$ cat src/ilcc_defs.vh
// Constants for the lane alignment configuration capture bank
`ifndef ILCC_DEFS_VH
`define ILCC_DEFS_VH

// ==========================================================================
// Register offsets
// ==========================================================================
`define ILCC_OFS_OCTETS_PER_FRAME   12'h404
`define ILCC_OFS_BITS_PER_SAMPLE    12'h408
`define ILCC_OFS_VERSION_SAMPLES    12'h409
`define ILCC_OFS_DENSITY_CTRLWORDS  12'h40a
`define ILCC_OFS_RESERVED_ONE       12'h40b
`define ILCC_OFS_RESERVED_TWO       12'h40c
`define ILCC_OFS_LANE0_RX_SUM       12'h40d
`define ILCC_OFS_LANE0_CMP_SUM      12'h40e
`define ILCC_OFS_LANE1_ID           12'h412
`define ILCC_OFS_LANE1_RX_SUM       12'h415
`define ILCC_OFS_LANE1_CMP_SUM      12'h416
`define ILCC_OFS_LANE2_ID           12'h41a
`define ILCC_OFS_LANE2_RX_SUM       12'h41d
`define ILCC_OFS_LANE2_CMP_SUM      12'h41e
`define ILCC_OFS_LANE3_ID           12'h422
`define ILCC_OFS_LANE3_RX_SUM       12'h425
`define ILCC_OFS_LANE3_CMP_SUM      12'h426

// ==========================================================================
// Field positions
// ==========================================================================
`define ILCC_SAMPLE_FIELD_MSB       4
`define ILCC_VERSION_FIELD_LSB      5
`define ILCC_VERSION_FIELD_MSB      7
`define ILCC_DENSITY_BIT            7
`define ILCC_LANE_ID_MSB            4

// ==========================================================================
// Version codes and reset value
// ==========================================================================
`define ILCC_VERSION_ORIGINAL       3'h0
`define ILCC_VERSION_REV_B          3'h1
`define ILCC_RESET_VALUE            8'h00

// ==========================================================================
// Configuration octet positions within the sequence
// ==========================================================================
`define ILCC_OCT_DEVICE_ID          4'h0
`define ILCC_OCT_BANK_ID            4'h1
`define ILCC_OCT_LANE_ID            4'h2
`define ILCC_OCT_LANES              4'h3
`define ILCC_OCT_FRAME_OCTETS       4'h4
`define ILCC_OCT_FRAMES_MULTI       4'h5
`define ILCC_OCT_CONVERTERS         4'h6
`define ILCC_OCT_RESOLUTION         4'h7
`define ILCC_OCT_BITS_SAMPLE        4'h8
`define ILCC_OCT_VERSION_SAMPLES    4'h9
`define ILCC_OCT_DENSITY_CTRL       4'ha
`define ILCC_OCT_RESERVED_ONE       4'hb
`define ILCC_OCT_RESERVED_TWO       4'hc
`define ILCC_OCT_CHECKSUM           4'hd

// ==========================================================================
// Checksum mode and valid frame sizes (stored minus one)
// ==========================================================================
`define ILCC_SUM_MODE_FIELDS        1'b0
`define ILCC_SUM_MODE_OCTETS        1'b1
`define ILCC_FRAME_ONE_OCTET        8'h00
`define ILCC_FRAME_TWO_OCTETS       8'h01
`define ILCC_FRAME_FOUR_OCTETS      8'h03

`endif

$ cat src/ilcc_capture_bank.v
// Read-only capture bank for link configuration received during lane alignment
`include "ilcc_defs.vh"

module ilcc_capture_bank #(
  parameter LANES = 4
) (
  // Clock and reset
  input  wire                 clock_in,
  input  wire                 rst_in,
  // Configuration octets from the lane deserialisers
  input  wire [LANES-1:0]     octet_valid_in,
  input  wire [LANES*4-1:0]   octet_index_in,
  input  wire [LANES*8-1:0]   octet_in,
  // Checksum method, mirrors the mode control bit
  input  wire                 sum_mode_in,
  // Register read port
  input  wire                 rd_en_in,
  input  wire [11:0]          rd_addr_in,
  output reg  [7:0]           rd_data_out,
  output reg                  rd_valid_out,
  // Status
  output reg  [LANES-1:0]     sum_match_out,
  output reg                  frame_size_ok_out,
  output reg                  ctrl_words_zero_out
);

  // ========================================================================
  // Per-lane capture
  // ========================================================================
  wire [LANES*5-1:0]  lane_id;
  wire [LANES*8-1:0]  rx_sum;
  wire [LANES*8-1:0]  cmp_sum;
  wire [LANES*64-1:0] lane_octets;
  wire [LANES-1:0]    lane_done;

  genvar g;
  generate
    for (g = 0; g < LANES; g = g + 1) begin : g_lane
      ilcc_lane_capture u_lane (
        .clock_in       (clock_in),
        .rst_in         (rst_in),
        .octet_valid_in (octet_valid_in[g]),
        .octet_index_in (octet_index_in[g*4 +: 4]),
        .octet_in       (octet_in[g*8 +: 8]),
        .sum_mode_in    (sum_mode_in),
        .lane_id_out    (lane_id[g*5 +: 5]),
        .rx_sum_out     (rx_sum[g*8 +: 8]),
        .cmp_sum_out    (cmp_sum[g*8 +: 8]),
        .octets_out     (lane_octets[g*64 +: 64]),
        .done_out       (lane_done[g])
      );
    end
  endgenerate

  // ========================================================================
  // Lane 0 configuration octets (link-wide parameters come from lane 0)
  // ========================================================================
  wire [7:0] frame_octets_m1;
  wire [7:0] bits_sample_oct;
  wire [7:0] version_samples_oct;
  wire [7:0] density_ctrl_oct;
  wire [7:0] reserved_one_oct;

  assign frame_octets_m1     = lane_octets[7:0];
  assign bits_sample_oct     = lane_octets[39:32];
  assign version_samples_oct = lane_octets[47:40];
  assign density_ctrl_oct    = lane_octets[55:48];
  assign reserved_one_oct    = lane_octets[63:56];

  // Reserved octet two sits past the 64-bit window; kept locally
  reg [7:0] reserved_two_ff;

  // Lane 0 field views, each as the register presents it
  wire [4:0] received_bits_per_sample;
  wire [2:0] received_standard_version;
  wire [4:0] received_samples_per_frame;
  wire       received_high_density_flag;
  wire [4:0] received_ctrl_words_per_frame;

  assign received_bits_per_sample      = bits_sample_oct[`ILCC_SAMPLE_FIELD_MSB:0];
  assign received_standard_version     =
    version_samples_oct[`ILCC_VERSION_FIELD_MSB:`ILCC_VERSION_FIELD_LSB];
  assign received_samples_per_frame    = version_samples_oct[`ILCC_SAMPLE_FIELD_MSB:0];
  assign received_high_density_flag    = density_ctrl_oct[`ILCC_DENSITY_BIT];
  assign received_ctrl_words_per_frame = density_ctrl_oct[`ILCC_SAMPLE_FIELD_MSB:0];

  // ========================================================================
  // Reserved octet two capture for lane 0
  // ========================================================================
  // Kept here rather than widening every lane's octet bundle
  always @(posedge clock_in or posedge rst_in) begin
    if (rst_in) begin
      reserved_two_ff <= `ILCC_RESET_VALUE;
    end else if (octet_valid_in[0] &&
                 (octet_index_in[3:0] == `ILCC_OCT_RESERVED_TWO)) begin
      reserved_two_ff <= octet_in[7:0];
    end
  end

  // ========================================================================
  // Helpers
  // ========================================================================
  // Lane identifier register image, upper bits forced to zero
  function [7:0] ilcc_id_image;
    input [4:0] id;
    begin
      ilcc_id_image = {3'h0, id};
    end
  endfunction

  // Legal stored frame sizes are 1, 2 or 4 octets
  function ilcc_frame_legal;
    input [7:0] f_m1;
    begin
      ilcc_frame_legal = (f_m1 == `ILCC_FRAME_ONE_OCTET) ||
                         (f_m1 == `ILCC_FRAME_TWO_OCTETS) ||
                         (f_m1 == `ILCC_FRAME_FOUR_OCTETS);
    end
  endfunction

  // Selects one byte of a packed lane vector
  function [7:0] ilcc_lane_byte;
    input [LANES*8-1:0] vec;
    input integer       lane;
    begin
      ilcc_lane_byte = vec[lane*8 +: 8];
    end
  endfunction

  // ========================================================================
  // Read decode
  // ========================================================================
  // Unmapped offsets read zero; no read has a side effect
  reg [7:0] nxt_rd_data;

  always @* begin
    nxt_rd_data = 8'h00;
    case (rd_addr_in)
      `ILCC_OFS_OCTETS_PER_FRAME:
        nxt_rd_data = frame_octets_m1;
      `ILCC_OFS_BITS_PER_SAMPLE:
        nxt_rd_data = {bits_sample_oct[7:5], received_bits_per_sample};
      `ILCC_OFS_VERSION_SAMPLES:
        nxt_rd_data = {received_standard_version,
                       received_samples_per_frame};
      `ILCC_OFS_DENSITY_CTRLWORDS:
        nxt_rd_data = {received_high_density_flag, 2'h0,
                       received_ctrl_words_per_frame};
      `ILCC_OFS_RESERVED_ONE:
        nxt_rd_data = reserved_one_oct;
      `ILCC_OFS_RESERVED_TWO:
        nxt_rd_data = reserved_two_ff;
      `ILCC_OFS_LANE0_RX_SUM:
        nxt_rd_data = ilcc_lane_byte(rx_sum, 0);
      `ILCC_OFS_LANE0_CMP_SUM:
        nxt_rd_data = ilcc_lane_byte(cmp_sum, 0);
      `ILCC_OFS_LANE1_ID:
        nxt_rd_data = ilcc_id_image(lane_id[9:5]);
      `ILCC_OFS_LANE1_RX_SUM:
        nxt_rd_data = ilcc_lane_byte(rx_sum, 1);
      `ILCC_OFS_LANE1_CMP_SUM:
        nxt_rd_data = ilcc_lane_byte(cmp_sum, 1);
      `ILCC_OFS_LANE2_ID:
        nxt_rd_data = ilcc_id_image(lane_id[14:10]);
      `ILCC_OFS_LANE2_RX_SUM:
        nxt_rd_data = ilcc_lane_byte(rx_sum, 2);
      `ILCC_OFS_LANE2_CMP_SUM:
        nxt_rd_data = ilcc_lane_byte(cmp_sum, 2);
      `ILCC_OFS_LANE3_ID:
        nxt_rd_data = ilcc_id_image(lane_id[19:15]);
      `ILCC_OFS_LANE3_RX_SUM:
        nxt_rd_data = ilcc_lane_byte(rx_sum, 3);
      `ILCC_OFS_LANE3_CMP_SUM:
        nxt_rd_data = ilcc_lane_byte(cmp_sum, 3);
      default:
        nxt_rd_data = 8'h00;
    endcase
  end

  // Registered read answer one cycle after the strobe
  always @(posedge clock_in or posedge rst_in) begin
    if (rst_in) begin
      rd_data_out  <= 8'h00;
      rd_valid_out <= 1'b0;
    end else begin
      rd_valid_out <= rd_en_in;
      if (rd_en_in)
        rd_data_out <= nxt_rd_data;
    end
  end

  // ========================================================================
  // Status
  // ========================================================================
  // Match is judged only once a lane has closed a sequence; until then it
  // stays low so a stale zero-equals-zero never looks like a good link
  reg [LANES-1:0] nxt_match;
  integer         i;

  always @* begin
    nxt_match = sum_match_out;
    for (i = 0; i < LANES; i = i + 1) begin
      if (lane_done[i])
        nxt_match[i] = (rx_sum[i*8 +: 8] == cmp_sum[i*8 +: 8]);
    end
  end

  always @(posedge clock_in or posedge rst_in) begin
    if (rst_in) begin
      sum_match_out       <= {LANES{1'b0}};
      frame_size_ok_out   <= 1'b0;
      ctrl_words_zero_out <= 1'b0;
    end else begin
      sum_match_out       <= nxt_match;
      frame_size_ok_out   <= ilcc_frame_legal(frame_octets_m1);
      ctrl_words_zero_out <= (received_ctrl_words_per_frame == 5'h00);
    end
  end

endmodule // ilcc_capture_bank

$ cat src/ilcc_lane_capture.v
// One lane's capture of configuration octets, lane identifier and checksums
`include "ilcc_defs.vh"

module ilcc_lane_capture (
  // Clock and reset
  input  wire        clock_in,
  input  wire        rst_in,
  // Received configuration octet stream
  input  wire        octet_valid_in,
  input  wire [3:0]  octet_index_in,
  input  wire [7:0]  octet_in,
  // Checksum method select
  input  wire        sum_mode_in,
  // Captured values
  output reg  [4:0]  lane_id_out,
  output reg  [7:0]  rx_sum_out,
  output reg  [7:0]  cmp_sum_out,
  output reg  [63:0] octets_out,
  output reg         done_out
);

  reg [7:0] field_acc_ff;
  reg [7:0] octet_acc_ff;
  reg [7:0] nxt_field_acc;
  reg [7:0] nxt_octet_acc;

  // ========================================================================
  // Field-wise contribution of one configuration octet
  // ========================================================================
  function [7:0] ilcc_field_sum;
    input [3:0] idx;
    input [7:0] o;
    begin
      case (idx)
        `ILCC_OCT_BANK_ID:
          ilcc_field_sum = {4'h0, o[7:4]} + {4'h0, o[3:0]};
        `ILCC_OCT_LANE_ID:
          ilcc_field_sum = {7'h00, o[6]} + {7'h00, o[5]} + {3'h0, o[4:0]};
        `ILCC_OCT_LANES, `ILCC_OCT_DENSITY_CTRL:
          ilcc_field_sum = {7'h00, o[7]} + {3'h0, o[4:0]};
        `ILCC_OCT_FRAMES_MULTI:
          ilcc_field_sum = {3'h0, o[4:0]};
        `ILCC_OCT_RESOLUTION:
          ilcc_field_sum = {6'h00, o[7:6]} + {3'h0, o[4:0]};
        `ILCC_OCT_BITS_SAMPLE, `ILCC_OCT_VERSION_SAMPLES:
          ilcc_field_sum = {5'h00, o[7:5]} + {3'h0, o[4:0]};
        `ILCC_OCT_DEVICE_ID, `ILCC_OCT_FRAME_OCTETS, `ILCC_OCT_CONVERTERS,
        `ILCC_OCT_RESERVED_ONE, `ILCC_OCT_RESERVED_TWO:
          ilcc_field_sum = o;
        default:
          ilcc_field_sum = 8'h00;
      endcase
    end
  endfunction

  // Running sums restart on the first octet so a repeated sequence is clean
  always @* begin
    nxt_field_acc = field_acc_ff;
    nxt_octet_acc = octet_acc_ff;
    if (octet_valid_in && (octet_index_in < `ILCC_OCT_CHECKSUM)) begin
      if (octet_index_in == `ILCC_OCT_DEVICE_ID) begin
        nxt_field_acc = ilcc_field_sum(octet_index_in, octet_in);
        nxt_octet_acc = octet_in;
      end else begin
        nxt_field_acc = field_acc_ff + ilcc_field_sum(octet_index_in, octet_in);
        nxt_octet_acc = octet_acc_ff + octet_in;
      end
    end
  end

  // Capture as octets arrive; checksum octet closes the sequence
  always @(posedge clock_in or posedge rst_in) begin
    if (rst_in) begin
      field_acc_ff <= `ILCC_RESET_VALUE;
      octet_acc_ff <= `ILCC_RESET_VALUE;
      lane_id_out  <= 5'h00;
      rx_sum_out   <= `ILCC_RESET_VALUE;
      cmp_sum_out  <= `ILCC_RESET_VALUE;
      octets_out   <= 64'h0;
      done_out     <= 1'b0;
    end else begin
      field_acc_ff <= nxt_field_acc;
      octet_acc_ff <= nxt_octet_acc;
      done_out     <= 1'b0;
      if (octet_valid_in) begin
        if (octet_index_in == `ILCC_OCT_LANE_ID)
          lane_id_out <= octet_in[`ILCC_LANE_ID_MSB:0];
        // Octet 12 would fall past the bundle; the bank keeps it itself
        if ((octet_index_in >= `ILCC_OCT_FRAME_OCTETS) &&
            (octet_index_in <= `ILCC_OCT_RESERVED_ONE))
          octets_out[(octet_index_in - `ILCC_OCT_FRAME_OCTETS) * 8 +: 8] <= octet_in;
        if (octet_index_in == `ILCC_OCT_CHECKSUM) begin
          rx_sum_out  <= octet_in;
          // Method picked at sequence end, both sums kept running
          cmp_sum_out <= (sum_mode_in == `ILCC_SUM_MODE_OCTETS) ?
                         octet_acc_ff : field_acc_ff;
          done_out    <= 1'b1;
        end
      end
    end
  end

endmodule // ilcc_lane_capture

$ cat config.mk
export PLATFORM = sky130hd
export DESIGN_NAME = ilcc_capture_bank
export DESIGN_NICKNAME = d
export VERILOG_FILES = /design/src/ilcc_capture_bank.v /design/src/ilcc_lane_capture.v
export VERILOG_INCLUDE_DIRS = /design/src
export SDC_FILE = /design/constraint.sdc
export NUM_CORES = 1
export LEC_CHECK = 0
export BUFFER_PORTS_ARGS = -buffer_cell sky130_fd_sc_hd__buf_2
export CAP_MARGIN = 20
export CORE_ASPECT_RATIO = 0.8
export CORE_MARGIN = 2
export CORE_UTILIZATION = 57
export DETAILED_ROUTE_END_ITERATION = 10
export PLACE_DENSITY = 0.78
export SLEW_MARGIN = 5
export SYNTH_ARGS = -nofsm -noshare
export SYNTH_HDL_FRONTEND = slang
export SYNTH_SLANG_ARGS = --single-unit
$ cat constraint.sdc
create_clock -name clock_in -period 6.58 [get_ports clock_in]
set_clock_uncertainty 0.1 [all_clocks]
set_input_delay 0.658 -clock clock_in [delete_from_list [all_inputs] [get_ports clock_in]]
set_output_delay 0.658 -clock clock_in [all_outputs]
set_load 0.1 [all_outputs]
==> reports/summary.md, run 1 <==
After routing, the total negative slack on setup checks comes to 0 ps. The clock-pin slew on the worst setup and hold paths works out to 70 ps. STA puts the critical path data arrival time at 4570 ps. The count of flip-flops with a built-in enable after synthesis is 0.

The critical path is of the input pin to flip-flop type. The run gives 0 as the number of maximum-capacitance violations. The total routing resource utilization after global routing is 30.75%, and the post-cts hold buffer count is 0.

The tools report the count of yosys warnings during synthesis as 0. The die is 187.8 um wide. The worst-case vdd ir drop was 236.7 uV. The delay of the slowest critical-path stage came out at 420 ps.

After floorplanning, the core was sized to cover 0.02639 mm^2. The number of hold violations in the final report came out at 0. For this run, design rule violations remaining after detail routing come to 0. Wires add up to 43860 um. Summing every instance area after synthesis gives 0.01541 mm^2.

The met3 wirelength from detailed routing was 3798 um. In the synthesized netlist the dominant register cell turns out to be sky130_fd_sc_hd__dfrtp_1. Setup repair after global routing left no endpoint under its margin. Counting flops and latches in the post-synthesis netlist gives 208. After layout, the minimum clock period comes to 4245 ps. The worst pin sits at a relative slew slack of 21.13%.

Detailed placement ended at an HPWL of 32010 um. STA classifies the critical path endpoint as a flip-flop. Synthesis produced 1757 cells. The number of CTS-inserted buffers is 22. In this run the worst path has a maximum fanout of 9. After the last flow step, the layout net total stands at 1997. Post-route clock period utilization: 64.51%.

TritonCTS built the clock tree. Derived from the worst setup path, the maximum achievable clock frequency is 235.6 MHz. The share of total power dissipated in combinational logic is 37.8%.

The floorplan step defined a die boundary enclosing 0.02837 mm^2. The tools report the clock root buffer as sky130_fd_sc_hd__clkbuf_16. The via count of the first global-routing pass is 13310, and the routed length per instance is 20.20 um. The logs give 0.01604 mm^2 for the cell area after placement and 83 for the number of top-level design ports. Summing all non-filler instances in the final layout gives an area of 0.01692 mm^2. The required arrival time at the worst endpoint came out at 6910 ps. The die is 151.1 um tall. The netlist uses 76 different library cells. The library cells used most frequently in the layout, excluding fill and tap cells, are 241 x sky130_fd_sc_hd__nand2_1, 208 x sky130_fd_sc_hd__dfrtp_1, 166 x sky130_fd_sc_hd__o21ai_0, 115 x sky130_fd_sc_hd__a21oi_1, 110 x sky130_fd_sc_hd__ha_1. Pin count of the biggest net entering global routing: 136.

The buffers plus inverters on the worst setup path is 1. The share of final-layout standard cells stronger than drive strength 1 was 10.49%. The fraction of registers with async set/reset was 100.0%. The kind of cell with the highest combined delay along the critical path is compound AO/OA/AOI/OAI gates. The number of buffer cells added on primary ports was 82; the overall power of the completed layout was 0.005498 W. The critical path goes through buf_2 -> nor2b_1 -> nor2b_1 -> nor3b_1 -> a221o_1 -> ha_1 -> fa_1 -> a21oi_1 -> a221o_1 -> o21ai_0 -> o211ai_1 -> ha_1 -> nand3_1 -> o211ai_1 -> o41a_1 -> mux2i_1 -> and4_1 -> nor4_1.

At the pin with the least slew margin, the transition time is 1183 ps. The library cell used most frequently in the layout, excluding fill and tap cells, is sky130_fd_sc_hd__nand2_1. After synthesis, flip-flops and latches occupy 33.78% of the total area. The initial antenna violation count was 1; the via count was 14120. Net switching is 37.48% of the power. When the netlist entered floorplanning its net count stood at 1956. The number of sinks driven by the clock tree was 208; the global route total overflow was 0.

The number of DRC markers in iteration 0 is 1439. The clock reaches the later pin of the worst-skew pair after 520 ps. The floorplan has 53 rows.

For the worst-case register-to-register setup slack, the log shows 4140 ps. Routed wire length on met2: 19330 um. The largest individual stage delay along the critical path comes from the cell sky130_fd_sc_hd__fa_1. The internal power of the cells totals 0.003438 W. The synthesis-to-finish area growth is 9.842%.

The logs give 0 for the number of setup violations in the final report and 0 for the number of buffers inserted by post-CTS setup repair. In the final routing, the length of wire on met1 measures 19830 um. The kind of start point of the critical path is an input pin. For this configuration, the core starts out at a cell density of 58.38%. OpenSTA, run right after detailed placement, puts the worst setup slack at 1888 ps.

In this run the static leakage power is 7.648 nW. The worst path meets setup with 2335 ps of slack. The logs give 0 for the max-slew violation total from the final report and 0.002061 W for the reported net switching power.

At the end of routability-driven placement, the weighted congestion stood at 0.9606. The number of nets with antenna violations after routing came out at 0. On the final layout, the worst hold slack is 202.5 ps. Using the TritonRoute via totals, the vias-per-cell ratio works out to 6.506.

A synthesized cell averages 8.769 um^2. Per report_power, the sequential group accounts for 36.0% of the total. The H-tree depth was 1; the number of iterations in the first detailed-routing pass was 10. The run finished with clean final reports. For this design the ratio of total power to cell area is 324.9 mW/mm^2. The detailed router used layers up to and including met4.

After clock tree synthesis, the repair step resized 0 gates. The first global-routing pass estimated 70230 um of wire. Worst min-delay path class: input pin to flip-flop.

The longest clock path from root to sink contains 3 buffers. Of the total power, the clock network draws 26.2%.
through the flow:
| stage | util, % | instances |
|---|---|---|
| global placement | 60.75 | 2125 |
| CTS | 63.93 | 2164 |
| floorplan | - | 1757 |
| finish | 64.12 | 2171 |
| detailed placement | 60.78 | 2126 |
| global route | 64.11 | 2170 |
cell type report:
type                    instances  area [um^2]
fillers                      2282         9469
clock buffers                  28        624.3
multi-input cells            1399         9642
clock inverters                10        206.4
repair buffers                 95        516.7
well taps                     357        446.7
diodes                          2        5.005
inverters                      72        277.8
flip-flops and latches        208         5205
sequential cells by signal, indices dropped and copies added, names as in the netlist:
name / count
reserved_two_ff: 8
rd_valid_out: 1
ctrl_words_zero_out: 1
frame_size_ok_out: 1
g_lane.u_lane.cmp_sum_out: 32
g_lane.u_lane.rx_sum_out: 32
g_lane.u_lane.octets_out: 38
g_lane.u_lane.lane_id_out: 15
g_lane.u_lane.field_acc_ff: 32
g_lane.u_lane.octet_acc_ff: 32
rd_data_out: 8
sum_match_out: 4
g_lane.u_lane.done_out: 4
logic make-up (layout without fill, tap and decap cells):
family	count (synthesis)	after routing	share of synthesized area (%)
AO/OA/AOI/OAI	528	528	22.22
XOR/XNOR	65	65	3.695
adder cells (fa/ha/maj)	131	131	11.66
buffers and inverters	150	205	3.776
flip-flops	208	208	33.78
multiplexers	96	96	6.683
other	0	2	0
AND/OR/NAND/NOR	579	579	18.18
cells in the mapped netlist (6+ instances only):
master / count / share of area, %
sky130_fd_sc_hd__a2111oi_0: 6 / 0.34
sky130_fd_sc_hd__a211oi_1: 8 / 0.39
sky130_fd_sc_hd__a21o_1: 23 / 1.1
sky130_fd_sc_hd__a21oi_1: 115 / 3.7
sky130_fd_sc_hd__a221o_1: 6 / 0.39
sky130_fd_sc_hd__a222oi_1: 12 / 0.78
sky130_fd_sc_hd__a22o_1: 12 / 0.68
sky130_fd_sc_hd__a22oi_1: 14 / 0.68
sky130_fd_sc_hd__a31oi_1: 7 / 0.28
sky130_fd_sc_hd__a32o_1: 8 / 0.52
sky130_fd_sc_hd__a32oi_1: 12 / 0.68
sky130_fd_sc_hd__and2_1: 17 / 0.69
sky130_fd_sc_hd__and3_1: 8 / 0.32
sky130_fd_sc_hd__buf_2: 6 / 0.19
sky130_fd_sc_hd__clkbuf_1: 65 / 1.6
sky130_fd_sc_hd__dfrtp_1: 208 / 34
sky130_fd_sc_hd__fa_1: 21 / 2.7
sky130_fd_sc_hd__ha_1: 110 / 8.9
sky130_fd_sc_hd__inv_1: 71 / 1.7
sky130_fd_sc_hd__mux2_2: 45 / 3.3
sky130_fd_sc_hd__mux2i_1: 50 / 3.2
sky130_fd_sc_hd__nand2_1: 241 / 5.9
sky130_fd_sc_hd__nand2b_1: 27 / 1.1
sky130_fd_sc_hd__nand3_1: 46 / 1.5
sky130_fd_sc_hd__nand3b_1: 7 / 0.34
sky130_fd_sc_hd__nand4_1: 12 / 0.49
sky130_fd_sc_hd__nor2_1: 100 / 2.4
sky130_fd_sc_hd__nor2b_1: 27 / 1.1
sky130_fd_sc_hd__nor3_1: 18 / 0.58
sky130_fd_sc_hd__nor3b_1: 7 / 0.34
sky130_fd_sc_hd__nor4_1: 21 / 0.85
sky130_fd_sc_hd__nor4b_1: 7 / 0.40
sky130_fd_sc_hd__o211ai_1: 10 / 0.49
sky130_fd_sc_hd__o21a_1: 27 / 1.3
sky130_fd_sc_hd__o21ai_0: 167 / 5.4
sky130_fd_sc_hd__o21bai_1: 6 / 0.29
sky130_fd_sc_hd__o221ai_1: 6 / 0.34
sky130_fd_sc_hd__o22ai_1: 26 / 1.1
sky130_fd_sc_hd__o2bb2ai_1: 6 / 0.34
sky130_fd_sc_hd__o31ai_1: 14 / 0.68
sky130_fd_sc_hd__or3_1: 14 / 0.57
sky130_fd_sc_hd__or4_1: 6 / 0.29
sky130_fd_sc_hd__xnor2_1: 20 / 1.1
sky130_fd_sc_hd__xor2_1: 45 / 2.6
routing by layer:
layer  up-vias  GRT usage, %
met5         -             0
met4         0         7.165
met3        93         6.047
met2       633         47.65
met1      6853         44.70
li1       6545             -
worst paths after layout:
path	from	end	cells after the start
setup reg to reg	g_lane[3].u_lane.field_acc_ff[1]$_DFFE_PP0P_	g_lane[3].u_lane.field_acc_ff[7]$_DFFE_PP0P_	6
setup / recovery	octet_index_in[11]	g_lane[2].u_lane.field_acc_ff[7]$_DFFE_PP0P_	18
hold reg to reg	g_lane[3].u_lane.done_out$_DFF_PP0_	sum_match_out[3]$_DFFE_PP0P_	1
hold / removal	rd_en_in	rd_valid_out$_DFF_PP0_	1
max in group asynchronous	rst_in	g_lane[0].u_lane.cmp_sum_out[4]$_DFFE_PP0P_	3
min in group asynchronous	rst_in	rd_data_out[5]$_DFFE_PP0P_	2
power groups by stage:
stage	Combinational (W)	Sequential (W)	Clock (W)
final	0.00208	0.00198	0.00144
after global routing	0.00233	0.00202	0.00150
after CTS	0.00205	0.00197	0.00144
after detailed placement	0.00202	0.00199	0
after global placement	0.00193	0.00197	0
after floorplan	0.00157	0.00190	0
Power figures use the tool's default switching activity.
==> run 2: changes to the inputs <==
--- a/config.mk
+++ b/config.mk
@@ -6,13 +6,14 @@
 export SDC_FILE = /design/constraint.sdc
 export NUM_CORES = 1
 export LEC_CHECK = 0
+export ABC_AREA = 1
 export BUFFER_PORTS_ARGS = -buffer_cell sky130_fd_sc_hd__buf_2
 export CAP_MARGIN = 20
 export CORE_ASPECT_RATIO = 0.8
 export CORE_MARGIN = 2
-export CORE_UTILIZATION = 57
+export CORE_UTILIZATION = 61
 export DETAILED_ROUTE_END_ITERATION = 10
-export PLACE_DENSITY = 0.78
+export PLACE_DENSITY = 0.79
 export SLEW_MARGIN = 5
 export SYNTH_ARGS = -nofsm -noshare
 export SYNTH_HDL_FRONTEND = slang
==> constraint.sdc (replaced) <==
create_clock -name clock_in -period 4.14 [get_ports clock_in]
set_clock_uncertainty 0.1 [all_clocks]
set_input_delay 0.414 -clock clock_in [delete_from_list [all_inputs] [get_ports clock_in]]
set_output_delay 0.414 -clock clock_in [all_outputs]
set_load 0.1 [all_outputs]
==> run 2 against run 1 <==
  * Combinational power grew 56%
  * Non-clock buffer count rose by 11
  * Count of clock-buffer cells in the layout up 7
  * Global-route usage up 2.2 points
  * Largest power group unchanged
==> reports/summary.md, run 2 <==
The switching part of the total power was 38.31% (+0.83 points). Clock tree synthesis selected as its root buffer the cell sky130_fd_sc_hd__clkbuf_16. The tools report the residual DRC count as 0 (unchanged). The run gives 29.74% (+8.6 points) as the headroom to the max-slew limit. The via count of the first global-routing pass is 14700 (+10%), and the clock-pin slew on the worst setup and hold paths is 60 ps (about the same).

Initial antenna violation count: 3 (+2). The first-pass GRT wire length was 72870 um (+3.8%). Total negative slack: 0 ps (unchanged). The slowest stage of the critical path is the sky130_fd_sc_hd__fa_1 cell. Counting flops per register, the top entry is g_lane.u_lane.octets_out. The logs give 2160 ps (-1980 ps) for the worst-case register-to-register setup slack and 0.005218 W (+52%) for the internal power of the cells.

The number of vias per cell is 5.755 (-12%), and the number of maximum-capacitance violations is 0 (unchanged). The post-synthesis area per instance is 7.104 um^2 (-19%), and the max-slew violation total from the final report is 0 (unchanged). The number of iterations in the first detailed-routing pass was 5 (-5). The count of yosys warnings during synthesis was 0 (unchanged); the routed length per instance was 16.36 um (-19%). Setup repair after global routing left no endpoint under its margin.

The reported net switching power is 0.003241 W (+57%), and the count of mapped cells out of synthesis is 2235 (+27%). The aggregate routed wire length came out at 43800 um (-0.13%). The slew at the pin closest to its max-slew limit is 1050 ps (-133.1 ps), and the number of nets in the layout is 2507 (+26%). The most critical setup path has its endpoint at g_lane[0].u_lane.field_acc_ff[5]$_DFFE_PP0P_. Portion of total power attributed to the clock network: 26.0% (-0.2 points). The horizontal die dimension was 184.4 um (-1.8%); the via count was 15410 (+9.1%).

The largest fanout on the critical path was 11 (+2); the mapped cell area was 0.01588 mm^2 (+3.1%). Walking the worst path, the cells encountered are buf_2 -> inv_1 -> ha_1 -> o21ai_2 -> o221ai_1 -> ha_1 -> fa_1 -> a21oi_1 -> o21ai_0 -> a31oi_1 -> nand3_1 -> ha_1 -> nand2_1 -> inv_1 -> nand3_1 -> o21ai_0 -> xnor2_1 -> nand2_1 -> nand3_1 -> nand2_1. The number of DRC markers in iteration 0 is 1561 (+8.5%). The number of buffer cells added on primary ports works out to 82 (unchanged). The fraction of post-synthesis cell area in the top cell type by area was 32.78% (-1.0 points). Leaving out fill and tap cells, the most frequent cell in the layout is sky130_fd_sc_hd__nand2_1. For the power share of the sequential group, the log shows 35.7% (-0.3 points). The required arrival time at the worst endpoint was 4450 ps (-2460 ps); the sequential fraction of the synthesis area was 32.78% (-1.0 points).

For the global placement routability congestion, the log shows 0.9846 (+2.5%). The tools report the core area as 0.02544 mm^2 (-3.6%). By count the netlist is led by 564 x sky130_fd_sc_hd__nand2_1, 277 x sky130_fd_sc_hd__inv_1, 208 x sky130_fd_sc_hd__dfrtp_1, 203 x sky130_fd_sc_hd__nand3_1, 188 x sky130_fd_sc_hd__nor2_1.

Dominant cell by count in the synthesized netlist: sky130_fd_sc_hd__nand2_1. The worst setup slack before clock tree synthesis came out at 128.2 ps (-1760 ps). The kind of start point of the critical path is an input pin. The pin count of the biggest net entering global routing was 81 (-40%); the number of different library cells in the post-synthesis netlist was 53 (-30%). For the number of setup violations in the final report, the log shows 0 (unchanged). In the layout the commonest cells are 564 x sky130_fd_sc_hd__nand2_1, 276 x sky130_fd_sc_hd__inv_1, 208 x sky130_fd_sc_hd__dfrtp_1, 203 x sky130_fd_sc_hd__nand3_1, 188 x sky130_fd_sc_hd__nor2_1. The run finished with clean final reports. For the number of nets in the synthesized netlist, the log shows 2434 (+24%). The tools report the number of sinks driven by the clock tree as 208 (unchanged).

The reg-to-reg critical path startpoint is g_lane[1].u_lane.octet_acc_ff[0]$_DFFE_PP0P_. The logs give 83 (unchanged) for the number of top-level design ports and 582.4 ps (-1753 ps) for the slack of the critical path. The share of final-layout standard cells stronger than drive strength 1 was 10.15% (-0.33 points). The worst min-delay path class is input pin to flip-flop. The run gives 8.930 nW (+17%) as the leakage power figure. The flip-flop count of the largest register after layout was 38 (unchanged); the area of the die was 0.02734 mm^2 (-3.6%). The initial core utilization was 62.41% (+4.0 points).

The logs give 3 (unchanged) for the maximum buffer depth of the clock tree and 9.440 ps (-193.0 ps) for the worst hold margin. The synthesis-to-finish area growth was 10.09%. The run gives 380.3 uV (+61%) as the worst-case vdd ir drop.

The number of nets with antenna violations after routing is 0 (unchanged). The largest total area in the synthesized netlist belongs to sky130_fd_sc_hd__dfrtp_1. The fraction of registers with async set/reset came out at 100.0% (unchanged).

The cell count of the worst hold path is 1 (unchanged). Derived from the worst setup path, the maximum achievable clock frequency is 281.1 MHz. The placed wire-length estimate is 32350 um (+1.0%), and the number of CTS-inserted buffers is 23 (+4.5%). The delay of the slowest critical-path stage is 410 ps (about the same).

In the finished design, the share of the clock period the worst path needs comes to 85.93%. Global route total overflow: 0 (unchanged). Yosys attributes the largest share of cell area to sky130_fd_sc_hd__dfrtp_1 33%, sky130_fd_sc_hd__nand2_1 13%, sky130_fd_sc_hd__ha_1 8.7%. The worst register-to-register path ends at g_lane[1].u_lane.octet_acc_ff[4]$_DFFE_PP0P_. The count of state elements after synthesis is 208 (unchanged).

The areal power density over the cells works out to 483.9 mW/mm^2 (+49%). STA classifies the critical path endpoint as a flip-flop. The number of hold violations in the final report came out at 0 (unchanged). The worst setup path startpoint is octet_index_in[0]. The tools report the H-tree depth as 1 (unchanged).

The logs give 52 (-1.9%) for the number of core rows and 520 ps (about the same) for the worst-skew pair later-pin latency. The worst reg2reg path depth works out to 9 (+3). The tools report the total routing resource utilization after global routing as 32.95% (+2.2 points). In the synthesized netlist the dominant register cell turns out to be sky130_fd_sc_hd__dfrtp_1. The tools report the post-cts sizing count as 0 (unchanged).

The die height was 148.3 um (-1.8%); the portion of total power attributed to combinational logic was 38.3% (+0.5 points). The setup path with the least slack is of type input pin to flip-flop. The count of flip-flops with a built-in enable after synthesis was 0 (unchanged).

The clock period could shrink to 3558 ps. TritonCTS built the clock tree. The tools report the data arrival time of the critical path as 3870 ps (-700 ps).
-- run 2: cell types whose count changed in the layout (fill, tap and decap cells not counted), moves of 19 or more --
cell and change:
sky130_fd_sc_hd__nand4_1 +40, sky130_fd_sc_hd__nand2b_1 -26, sky130_fd_sc_hd__xor2_1 -35, sky130_fd_sc_hd__mux2_2 -44, sky130_fd_sc_hd__nor2_1 +88, sky130_fd_sc_hd__o21ai_2 +27, sky130_fd_sc_hd__or2_2 +19, sky130_fd_sc_hd__nand2_1 +323
sky130_fd_sc_hd__nor2b_1 -27, sky130_fd_sc_hd__mux2i_1 -50, sky130_fd_sc_hd__inv_1 +206, sky130_fd_sc_hd__nand3_1 +157, sky130_fd_sc_hd__o21a_1 -20, sky130_fd_sc_hd__o21ai_1 +20
-- run 2: logic make-up (layout without fill, tap and decap cells) --
logic type | after synthesis | after routing | synth area share (%)
AO/OA/AOI/OAI | 438 | 438 | 15.89
XOR/XNOR | 31 | 31 | 1.710
adder cells (fa/ha/maj) | 131 | 131 | 11.32
buffers and inverters | 346 | 435 | 8.542
flip-flops | 208 | 208 | 32.78
multiplexers | 1 | 1 | 0.07092
other | 0 | 3 | 0
AND/OR/NAND/NOR | 1080 | 1080 | 29.69
-- run 2: final cells by class --
class,count,area (um^2)
Sequential cell,208,5205
Clock inverter,6,133.9
Tap cell,351,439.2
Inverter,288,1085
Timing Repair Buffer,106,618.1
Clock buffer,35,670.6
Multi-Input combinational cell,1681,9321
Antenna cell,3,7.507
Fill cell,2214,7959
-- run 2: worst min-delay path by stage --
| stage | start | endpoint | slack [ps] |
|---|---|---|---|
| floorplan | g_lane[0].u_lane.done_out$_DFF_PP0_ | sum_match_out[0]$_DFFE_PP0P_ | 320 |
| global placement | g_lane[3].u_lane.done_out$_DFF_PP0_ | sum_match_out[3]$_DFFE_PP0P_ | 350 |
| detailed placement | g_lane[0].u_lane.octets_out[48]$_DFFE_PP0P_ | ctrl_words_zero_out$_DFF_PP0_ | 350 |
| CTS | rd_en_in | rd_valid_out$_DFF_PP0_ | 4 |
| global route | rd_en_in | rd_valid_out$_DFF_PP0_ | 9 |
| finish | rd_en_in | rd_valid_out$_DFF_PP0_ | 9 |
-- run 2: layer usage --
layer,part of all wire (%),global-route usage (%),vias to the layer above
li1,-,-,7567
met1,45,47.92,7154
met2,44,50.98,606
met3,8.0,5.313,84
met4,2.5,9.480,0
met5,0,0,-
-- run 2: timing repair --
item	4_1_cts	5_1_grt
hold endpoints to repair	28	0
hold buffers	1	0
buffers inserted	0	0
-- run 2: per-stage QoR --
| step | utilization [%] | power (W) | cells | cell area, um^2 |
|---|---|---|---|---|
| 2_1_floorplan | - | 0.005409 | 2235 | 15880 |
| 3_3_place_gp | 65.48 | 0.006079 | 2633 | 16660 |
| 3_5_place_dp | 65.48 | 0.006209 | 2633 | 16660 |
| 4_1_cts | 68.68 | 0.008427 | 2675 | 17470 |
| 5_1_grt | 68.71 | 0.009111 | 2678 | 17480 |
| 6_report | 68.71 | 0.008458 | 2678 | 17480 |
-- run 2: worst max-delay path, delay by kind of cell --
| family | cells | cell delay [ps] |
|---|---|---|
| compound gates | 6 | 1150 |
| xor+xnor | 1 | 150 |
| fa+ha+maj | 4 | 1260 |
| buf+inv | 3 | 420 |
| simple gates | 6 | 480 |
-- run 2: power by group through the flow --
stage / clock (W) / combinational (W) / sequential [W]
finish: 0.00220 / 0.00324 / 0.00302
global route: 0.00230 / 0.00374 / 0.00308
CTS: 0.00221 / 0.00321 / 0.00300
detailed placement: 0 / 0.00318 / 0.00303
global placement: 0 / 0.00306 / 0.00301
floorplan: 0 / 0.00249 / 0.00292
